File: src/core/sffoc_pkg.sv
package sffoc_pkg;

  // ==========================================================
  // geometry
  localparam int DEPTH_DEF = 64;
  localparam int DEPTH_MIN = 64;
  localparam int DEPTH_MAX = 8192;
  localparam int DATA_W    = 9;
  localparam int OFS_W     = 8;
  localparam int OFS_NUM   = 4;

  // ==========================================================
  // offset register and read data register defaults
  localparam logic [7:0] EMPTY_LOW_RST  = 8'h07;
  localparam logic [7:0] EMPTY_HIGH_RST = 8'h00;
  localparam logic [7:0] FULL_LOW_RST   = 8'h07;
  localparam logic [7:0] FULL_HIGH_RST  = 8'h00;
  localparam logic [8:0] READ_DATA_RST  = 9'h000;

  // ==========================================================
  // types
  typedef enum logic {
    MODE_DUAL_ENABLE,
    MODE_PROG_FLAGS
  } sffoc_mode_e;

  typedef enum logic [1:0] {
    SEL_EMPTY_LOW,
    SEL_EMPTY_HIGH,
    SEL_FULL_LOW,
    SEL_FULL_HIGH
  } sffoc_sel_e;

  typedef struct packed {
    logic full_n;
    logic almost_full_n;
    logic almost_empty_n;
    logic empty_n;
  } sffoc_flags_s;

  localparam sffoc_flags_s FLAGS_RST = '{full_n: 1'b1, almost_full_n: 1'b1,
                                         almost_empty_n: 1'b0, empty_n: 1'b0};

endpackage

File: src/core/sffoc_ram.sv
`timescale 1ns/10ps

module sffoc_ram #(
  parameter int WIDTH = 9,
  parameter int DEPTH = 64
) (
  // clock
  input  wire logic                     clk_in,
  // write port
  input  wire logic                     wr_en_in,
  input  wire logic [$clog2(DEPTH)-1:0] wr_addr_in,
  input  wire logic [WIDTH-1:0]         wr_data_in,
  // read port
  input  wire logic                     rd_en_in,
  input  wire logic [$clog2(DEPTH)-1:0] rd_addr_in,
  output logic      [WIDTH-1:0]         rd_data_out
);

  // ==========================================================
  // storage, no reset so it maps onto block ram
  logic [WIDTH-1:0] mem_r [DEPTH];
  logic [WIDTH-1:0] rd_data_r;

  always_ff @(posedge clk_in) begin
    if (wr_en_in) begin
      mem_r[wr_addr_in] <= wr_data_in;
    end
    if (rd_en_in) begin
      rd_data_r <= mem_r[rd_addr_in];
    end
  end

  assign rd_data_out = rd_data_r;

endmodule

File: src/core/sffoc_fifo_ctrl.sv
`timescale 1ns/10ps

// Function
// - pin high during reset makes it a second active-high write enable
// - pin low during reset selects programmable flags, pin becomes load
// - dual mode: enable low and second enable high writes next location
// - dual mode: either enable inactive holds input, no word written
// - full fifo drives full flag low and ignores both write enables
// - a read on a full fifo raises full flag on a write edge
// - four 8-bit offset registers, loadable from inputs, readable on outputs
// - load low writes empty low, empty high, full low, full high, wraps
// - partial load keeps sequence position for the next load
// - load high writes fifo; first enable high is no operation
// - load low and both read enables low read offsets in same order
// - full flag low after exactly depth writes with no reads
// - full and almost-full flags change only on write edges
// - empty flag low when read pointer equals write pointer and count is below depth
// - empty and almost-empty flags change only on read edges
// - almost-full low once count reaches depth minus full offset
// - default full offset gives almost-full at seven below full
// - almost-empty low when count is within empty offset of empty
// - default empty offset gives almost-empty at seven above empty
// - reset clears pointers, output register, restores offset defaults
// - reset drives full flags high and empty flags low
module sffoc_fifo_ctrl #(
  parameter int DEPTH = sffoc_pkg::DEPTH_DEF
) (
  // clock and reset
  input  wire logic       clk_in,
  input  wire logic       rst_n_in,
  // write side
  input  wire logic [8:0] write_data_in,
  input  wire logic       primary_write_enable_n_in,
  input  wire logic       second_enable_or_load_in,
  // read side
  input  wire logic       read_enable_a_n_in,
  input  wire logic       read_enable_b_n_in,
  output logic      [8:0] read_data_out,
  // status flags
  output logic            full_flag_n_out,
  output logic            almost_full_flag_n_out,
  output logic            almost_empty_flag_n_out,
  output logic            empty_flag_n_out
);

  localparam int AW = $clog2(DEPTH);
  localparam int CW = AW + 1;
  localparam logic [CW-1:0] DEPTH_C = CW'(DEPTH);

  // ==========================================================
  // parameter check
  if (DEPTH < sffoc_pkg::DEPTH_MIN || DEPTH > sffoc_pkg::DEPTH_MAX ||
      (DEPTH & (DEPTH - 1)) != 0) begin : g_bad_depth
    $error("depth must be a power of two from 64 to 8192");
  end

  // ==========================================================
  // helpers
  function automatic sffoc_pkg::sffoc_sel_e next_sel(input sffoc_pkg::sffoc_sel_e s);
    case (s)
      sffoc_pkg::SEL_EMPTY_LOW:  next_sel = sffoc_pkg::SEL_EMPTY_HIGH;
      sffoc_pkg::SEL_EMPTY_HIGH: next_sel = sffoc_pkg::SEL_FULL_LOW;
      sffoc_pkg::SEL_FULL_LOW:   next_sel = sffoc_pkg::SEL_FULL_HIGH;
      default:                   next_sel = sffoc_pkg::SEL_EMPTY_LOW;
    endcase
  endfunction

  // 16-bit offset against a count; offset may exceed depth so widen first
  function automatic logic reaches_full(input logic [CW-1:0] cnt, input logic [15:0] m);
    reaches_full = ({1'b0, 16'(cnt)} + {1'b0, m}) >= {1'b0, 16'(DEPTH_C)};
  endfunction

  // ==========================================================
  // state
  sffoc_pkg::sffoc_mode_e   mode_r,       mode_nxt;
  logic                     strap_done_r, strap_done_nxt;
  sffoc_pkg::sffoc_sel_e    wr_sel_r,     wr_sel_nxt;
  sffoc_pkg::sffoc_sel_e    rd_sel_r,     rd_sel_nxt;
  logic [3:0][7:0]          ofs_r,        ofs_nxt;
  logic [AW-1:0]            wptr_r,       wptr_nxt;
  logic [AW-1:0]            rptr_r,       rptr_nxt;
  logic [CW-1:0]            count_r,      count_nxt;
  sffoc_pkg::sffoc_flags_s  flags_r,      flags_nxt;
  logic [8:0]               rdata_r,      rdata_nxt;
  logic                     pend_r,       pend_nxt;

  logic                     load_low;
  logic                     both_ren;
  logic                     fifo_wr;
  logic                     fifo_rd;
  logic                     ofs_wr;
  logic                     ofs_rd;
  logic [15:0]              empty_ofs;
  logic [15:0]              full_ofs;
  logic [7:0]               ofs_rd_byte;
  logic [8:0]               mem_rdata;

  // ==========================================================
  // request decode
  always_comb begin
    load_low = (mode_r == sffoc_pkg::MODE_PROG_FLAGS) && !second_enable_or_load_in;
    both_ren = !read_enable_a_n_in && !read_enable_b_n_in;
    // second enable high in dual mode, load high in flag mode: same pin level
    fifo_wr  = strap_done_r && !primary_write_enable_n_in && second_enable_or_load_in &&
               flags_r.full_n;
    ofs_wr   = strap_done_r && load_low && !primary_write_enable_n_in;
    // a simultaneous offset read and write is the controller's hazard to avoid
    ofs_rd   = strap_done_r && load_low && both_ren;
    fifo_rd  = strap_done_r && !load_low && both_ren && flags_r.empty_n;
    empty_ofs   = {ofs_r[sffoc_pkg::SEL_EMPTY_HIGH], ofs_r[sffoc_pkg::SEL_EMPTY_LOW]};
    full_ofs    = {ofs_r[sffoc_pkg::SEL_FULL_HIGH], ofs_r[sffoc_pkg::SEL_FULL_LOW]};
    ofs_rd_byte = ofs_r[rd_sel_r];
  end

  // ==========================================================
  // mode strap
  // caught on the first edge after release, so hold the pin until then
  always_comb begin
    strap_done_nxt = 1'b1;
    mode_nxt       = mode_r;
    if (!strap_done_r) begin
      mode_nxt = second_enable_or_load_in ? sffoc_pkg::MODE_DUAL_ENABLE
                                          : sffoc_pkg::MODE_PROG_FLAGS;
    end
  end

  always_ff @(posedge clk_in or negedge rst_n_in) begin
    if (!rst_n_in) begin
      strap_done_r <= 1'b0;
      mode_r       <= sffoc_pkg::MODE_DUAL_ENABLE;
    end else begin
      strap_done_r <= strap_done_nxt;
      mode_r       <= mode_nxt;
    end
  end

  // ==========================================================
  // offset registers and sequence positions
  always_comb begin
    ofs_nxt    = ofs_r;
    wr_sel_nxt = wr_sel_r;
    rd_sel_nxt = rd_sel_r;
    if (ofs_wr) begin
      ofs_nxt[wr_sel_r] = write_data_in[7:0];
      wr_sel_nxt        = next_sel(wr_sel_r);
    end
    if (ofs_rd) begin
      rd_sel_nxt = next_sel(rd_sel_r);
    end
  end

  always_ff @(posedge clk_in or negedge rst_n_in) begin
    if (!rst_n_in) begin
      ofs_r[sffoc_pkg::SEL_EMPTY_LOW]  <= sffoc_pkg::EMPTY_LOW_RST;
      ofs_r[sffoc_pkg::SEL_EMPTY_HIGH] <= sffoc_pkg::EMPTY_HIGH_RST;
      ofs_r[sffoc_pkg::SEL_FULL_LOW]   <= sffoc_pkg::FULL_LOW_RST;
      ofs_r[sffoc_pkg::SEL_FULL_HIGH]  <= sffoc_pkg::FULL_HIGH_RST;
      wr_sel_r <= sffoc_pkg::SEL_EMPTY_LOW;
      rd_sel_r <= sffoc_pkg::SEL_EMPTY_LOW;
    end else begin
      ofs_r    <= ofs_nxt;
      wr_sel_r <= wr_sel_nxt;
      rd_sel_r <= rd_sel_nxt;
    end
  end

  // ==========================================================
  // pointers, count and flags
  // one clock serves as both write and read edge, so every flag
  // moves on an edge of its own domain by construction
  always_comb begin
    wptr_nxt  = fifo_wr ? AW'(wptr_r + 1'b1) : wptr_r;
    rptr_nxt  = fifo_rd ? AW'(rptr_r + 1'b1) : rptr_r;
    count_nxt = count_r;
    if (fifo_wr && !fifo_rd) begin
      count_nxt = CW'(count_r + 1'b1);
    end else if (fifo_rd && !fifo_wr) begin
      count_nxt = CW'(count_r - 1'b1);
    end
    flags_nxt.full_n         = (count_nxt != DEPTH_C);
    flags_nxt.almost_full_n  = !reaches_full(count_nxt, full_ofs);
    flags_nxt.empty_n        = (count_nxt != '0);
    flags_nxt.almost_empty_n = (16'(count_nxt) > empty_ofs);
  end

  always_ff @(posedge clk_in or negedge rst_n_in) begin
    if (!rst_n_in) begin
      wptr_r  <= '0;
      rptr_r  <= '0;
      count_r <= '0;
      flags_r <= sffoc_pkg::FLAGS_RST;
    end else begin
      wptr_r  <= wptr_nxt;
      rptr_r  <= rptr_nxt;
      count_r <= count_nxt;
      flags_r <= flags_nxt;
    end
  end

  // ==========================================================
  // storage
  sffoc_ram #(
    .WIDTH (sffoc_pkg::DATA_W),
    .DEPTH (DEPTH)
  ) u_ram (
    .clk_in      (clk_in),
    .wr_en_in    (fifo_wr),
    .wr_addr_in  (wptr_r),
    .wr_data_in  (write_data_in),
    .rd_en_in    (fifo_rd),
    .rd_addr_in  (rptr_r),
    .rd_data_out (mem_rdata)
  );

  // ==========================================================
  // output register
  // fifo words land one edge after the ram register; costs a cycle
  // of latency but keeps the pin straight off a flop
  always_comb begin
    pend_nxt  = fifo_rd;
    rdata_nxt = rdata_r;
    if (pend_r) begin
      rdata_nxt = mem_rdata;
    end
    if (ofs_rd) begin
      rdata_nxt = {1'b0, ofs_rd_byte};
    end
  end

  always_ff @(posedge clk_in or negedge rst_n_in) begin
    if (!rst_n_in) begin
      pend_r  <= 1'b0;
      rdata_r <= sffoc_pkg::READ_DATA_RST;
    end else begin
      pend_r  <= pend_nxt;
      rdata_r <= rdata_nxt;
    end
  end

  assign read_data_out           = rdata_r;
  assign full_flag_n_out         = flags_r.full_n;
  assign almost_full_flag_n_out  = flags_r.almost_full_n;
  assign almost_empty_flag_n_out = flags_r.almost_empty_n;
  assign empty_flag_n_out        = flags_r.empty_n;
endmodule

File: config.mk
export PLATFORM = sky130hd
export DESIGN_NAME = sffoc_fifo_ctrl
export DESIGN_NICKNAME = d
export VERILOG_FILES = /design/src/core/sffoc_pkg.sv /design/src/core/sffoc_ram.sv /design/src/core/sffoc_fifo_ctrl.sv
export SDC_FILE = /design/constraint.sdc
export NUM_CORES = 1
export LEC_CHECK = 0
export CAP_MARGIN = 20
export CORE_MARGIN = 4
export CORE_UTILIZATION = 55
export CTS_BUF_LIST = sky130_fd_sc_hd__clkbuf_16
export DETAILED_ROUTE_END_ITERATION = 16
export DONT_BUFFER_PORTS = 1
export PLACE_DENSITY = 0.79
export SYNTH_ARGS = -nofsm -noshare
export SYNTH_HDL_FRONTEND = slang
export SYNTH_SLANG_ARGS = --single-unit
export TNS_END_PERCENT = 10
File: constraint.sdc
create_clock -name clk_in -period 3.9 [get_ports clk_in]
set_input_delay 0.39 -clock clk_in [delete_from_list [all_inputs] [get_ports clk_in]]
set_output_delay 0.39 -clock clk_in [all_outputs]
set_load 0.1 [all_outputs]
==> out/metrics.yaml <==
run_status:
  status: "finished, final reports clean"
power_and_ir_drop:
  p_comb_share_pct: 27.5
  p_leak_nw: 9.82
  switching_power_mw: 6.29
  seq_power_share_pct: 45.0
  vdd_ir_drop_max_uv: 452
  clockPowerShare_pct: 27.5
  internal_power_mw: 13.7
  p_per_area_mw_per_mm2: 676
  swShare_pct: 31.4
cells_and_area:
  nFillCells: 3012
  drive_above_1_share_pct: 25.6
  nets: 1480
  area_delta_synth_final_pct: 12.6
  layout_commonest_cell: "edfxtp_1"
  layout.area.seq_mm2: 0.0194
  multi_input_area_mm2: 0.00658
  design_area_mm2: 0.0296
  mostFrequentLayoutCells: "edfxtp_1, mux4_2, nor2_1"
  stdcell_count: 2093
  antenna_cells: 0
clocking:
  clockRootBuffer: "clkbuf_16"
  clock_path_buffers: 3
  clk_latency_ps: 630
  htreeDepth: 2
  tritoncts: "done"
  clkSinkCount: 656
  path_clk_slew_ps: 60
  cts_made_buffers: 60
yosys:
  synth_nets: 1389
  syn_avg_cell_area_um2: 19.5
  syn_inst: 1348
  yosys.cell_types.count: 67
  yosysSeqAreaShare_pct: 73.6
  synth_edf_count: 585
  syn-cell-area_mm2: 0.0263
  yosys_register_bits: 656
  ys.flop_type: "edfxtp_1"
  yosysWarnings: 0
  async_flop_share_pct: 10.8
timing:
  setup_tns_ps: 0
  fin_crit_sh_pct: 95.9
  fin_crit_ps: 3740
  hold_viol_final: 0
  setup_violations: 0
  final_max_slew_viol_count: 0
  skew_ps: 38.2
  whs_ps: 52.4
  fmax_ghz: 0.267
  maxSlewHeadroom_pct: 35.1
  worstMarginPinSlew_ps: 970
placement:
  placed_cell_area_mm2: 0.0274
  dp.final_hpwl_um: 34800
  dp_cells: 1967
  globalplace.congestion: 0.910
  port_buffers: 0
floorplanning:
  std_cell_rows: 79
  num_io_pins: 28
  start_util_pct: 56.0
  core_mm2: 0.0470
  die_w_um: 227
  die_height_um: 227
  die-area_mm2: 0.0514
hold_path:
  hold_depth: 2
  min_path_type: "in2reg"
worst_setup_path:
  cp_data_arrival_time_ps: 4220
  worst_setup_path_start_kind: "flip-flop"
  worstSetupPathType: "reg2reg"
  worstReg2RegEnd: "almost_full_flag_n_out"
  r2r-start: "full_flag_n_out"
  crit_path_end_kind: "flip-flop"
  rrSetupSlack_ps: 160
  critPathLaunch: "full_flag_n_out"
  endpoint: "almost_full_flag_n_out"
  critPathMaxFanout: 5
  worstPathRequired_ps: 4380
  r2r_cells: 11
detailed_routing:
  vias: 13924
  wl_um: 59100
  drtIter0Drc: 1847
  postRouteAntennaNets: 0
  via_per_inst: 6.65
  drtPass1Iterations: 6
  wl_per_cell_um: 28.2
  remaining_drc_errors: 0
flow_run:
  drv_cap: 0
grt:
  antenna_found_initial: 2
  grt_max_degree: 72
  track_usage_pct: 23.4
  grt_pass1_wl_um: 89800
  grt-ovfl-total: 0
  grt_pass1_vias: 14185
[state kept, by name (all words and copies together) (netlist names)]
signal	count
almost_empty_flag_n_out	1
almost_full_flag_n_out	1
count_r	7
empty_flag_n_out	1
empty_ofs	16
full_flag_n_out	1
full_ofs	16
mode_r	1
pend_r	1
rd_sel_r	2
read_data_out	9
rptr_r	6
strap_done_r	1
u_ram.mem_r	576
u_ram.rd_data_out	9
wptr_r	6
wr_sel_r	2
[Yosys cell counts, types with 8 or more instances]
library cell  instances  area [um^2]
xnor2_1              12          105
o22ai_1              13         81.3
nand2_1              40          150
inv_1                23         86.3
mux2_2               34          383
nor2b_1              10         62.6
buf_2                17         85.1
edfxtp_1            585        17600
buf_1                13         48.8
nor2_1               99          372
nor3_1               17         85.1
o21ai_0              13         65.1
o221ai_1             10         87.6
mux2i_1              13          130
a22o_1               20          175
ha_1                 25          313
dfrtp_1              63         1580
a221oi_1             21          184
mux4_2              152         3420
clkbuf_1             28          105
dfstp_2               8          210
a21oi_1              15         75.1
[metrics by stage]
step	setup slack [ps]	util [%]	power (mW)
2_1_floorplan	111	-	12.7
3_3_place_gp	296	58.4	14.2
3_5_place_dp	43.6	58.4	14.4
4_1_cts	80.7	63.0	20.0
5_1_grt	-12.4	63.1	20.8
6_report	158	63.1	20.0
[worst min-delay path by stage]
stage                             start                 endpoint  slack (ps)
2_1_floorplan                  rst_n_in  almost_empty_flag_n_out          90
3_3_place_gp                   rst_n_in  almost_empty_flag_n_out         100
3_5_place_dp                   rst_n_in               count_r[6]         100
4_1_cts        second_enable_or_load_in         read_data_out[8]          40
5_1_grt        second_enable_or_load_in         read_data_out[8]          60
6_report       second_enable_or_load_in         read_data_out[8]          50
[area by class of cell]
type                            count  share of cell area [%]
Tap cell                          607                    2.56
Clock inverter                     49                    1.14
Inverter                           23                   0.292
Multi-Input combinational cell    606                    22.2
Sequential cell                   656                    65.4
Timing Repair Buffer               92                    3.33
Clock buffer                       60                    5.07
[critical path: stages (launching register included)]
cell and delay, ps:
dfstp_2 550, nand4b_1 190, a31oi_1 360, o2bb2a_1 300, xnor2_1 290, ha_1 310, nor2b_1 140, o31ai_2 400
a21oi_1 180, a31o_2 280, or2_2 290, nor4_1 320
[routing by layer]
metal  vias up  track usage [%]  part of all wire [%]  routed length, um
met1      7190             33.1                    38              22700
met2       865             37.6                    49              29000
li1       5717                -                     -                  -
met4         4             6.48                   3.1               1810
met3       148             5.13                   9.5               5610
met5         -                0                 0.046                 27
[cell families (layout without fill, tap and decap cells)]
group | Yosys count | count (layout) | synth area share (%)
AO/OA/AOI/OAI | 137 | 137 | 4.00
XOR/XNOR | 16 | 16 | 0.533
adder cells (fa/ha/maj) | 26 | 26 | 1.27
buffers and inverters | 86 | 224 | 1.38
flip-flops | 656 | 656 | 73.6
multiplexers | 199 | 199 | 15.0
other | 1 | 1 | 0.0143
AND/OR/NAND/NOR | 227 | 227 | 4.23
[power by group through the flow]
stage          registers (mW)  logic [mW]  clock network [mW]
2_1_floorplan            8.77        3.89                   0
6_report                 9.00        5.51                5.51
5_1_grt                  9.06        5.86                5.90
4_1_cts                  8.99        5.48                5.58
3_5_place_dp             9.13        5.26                   0
3_3_place_gp             9.11        5.14                   0
[repair_timing]
item	CTS	global route
gates resized for setup	0	2
hold buffers	13	0
endpoints found under the hold margin	681	0
pin swaps	0	3
setup buffers	1	3
setup endpoints to repair	1	1
(Power assumes the default switching activity.)
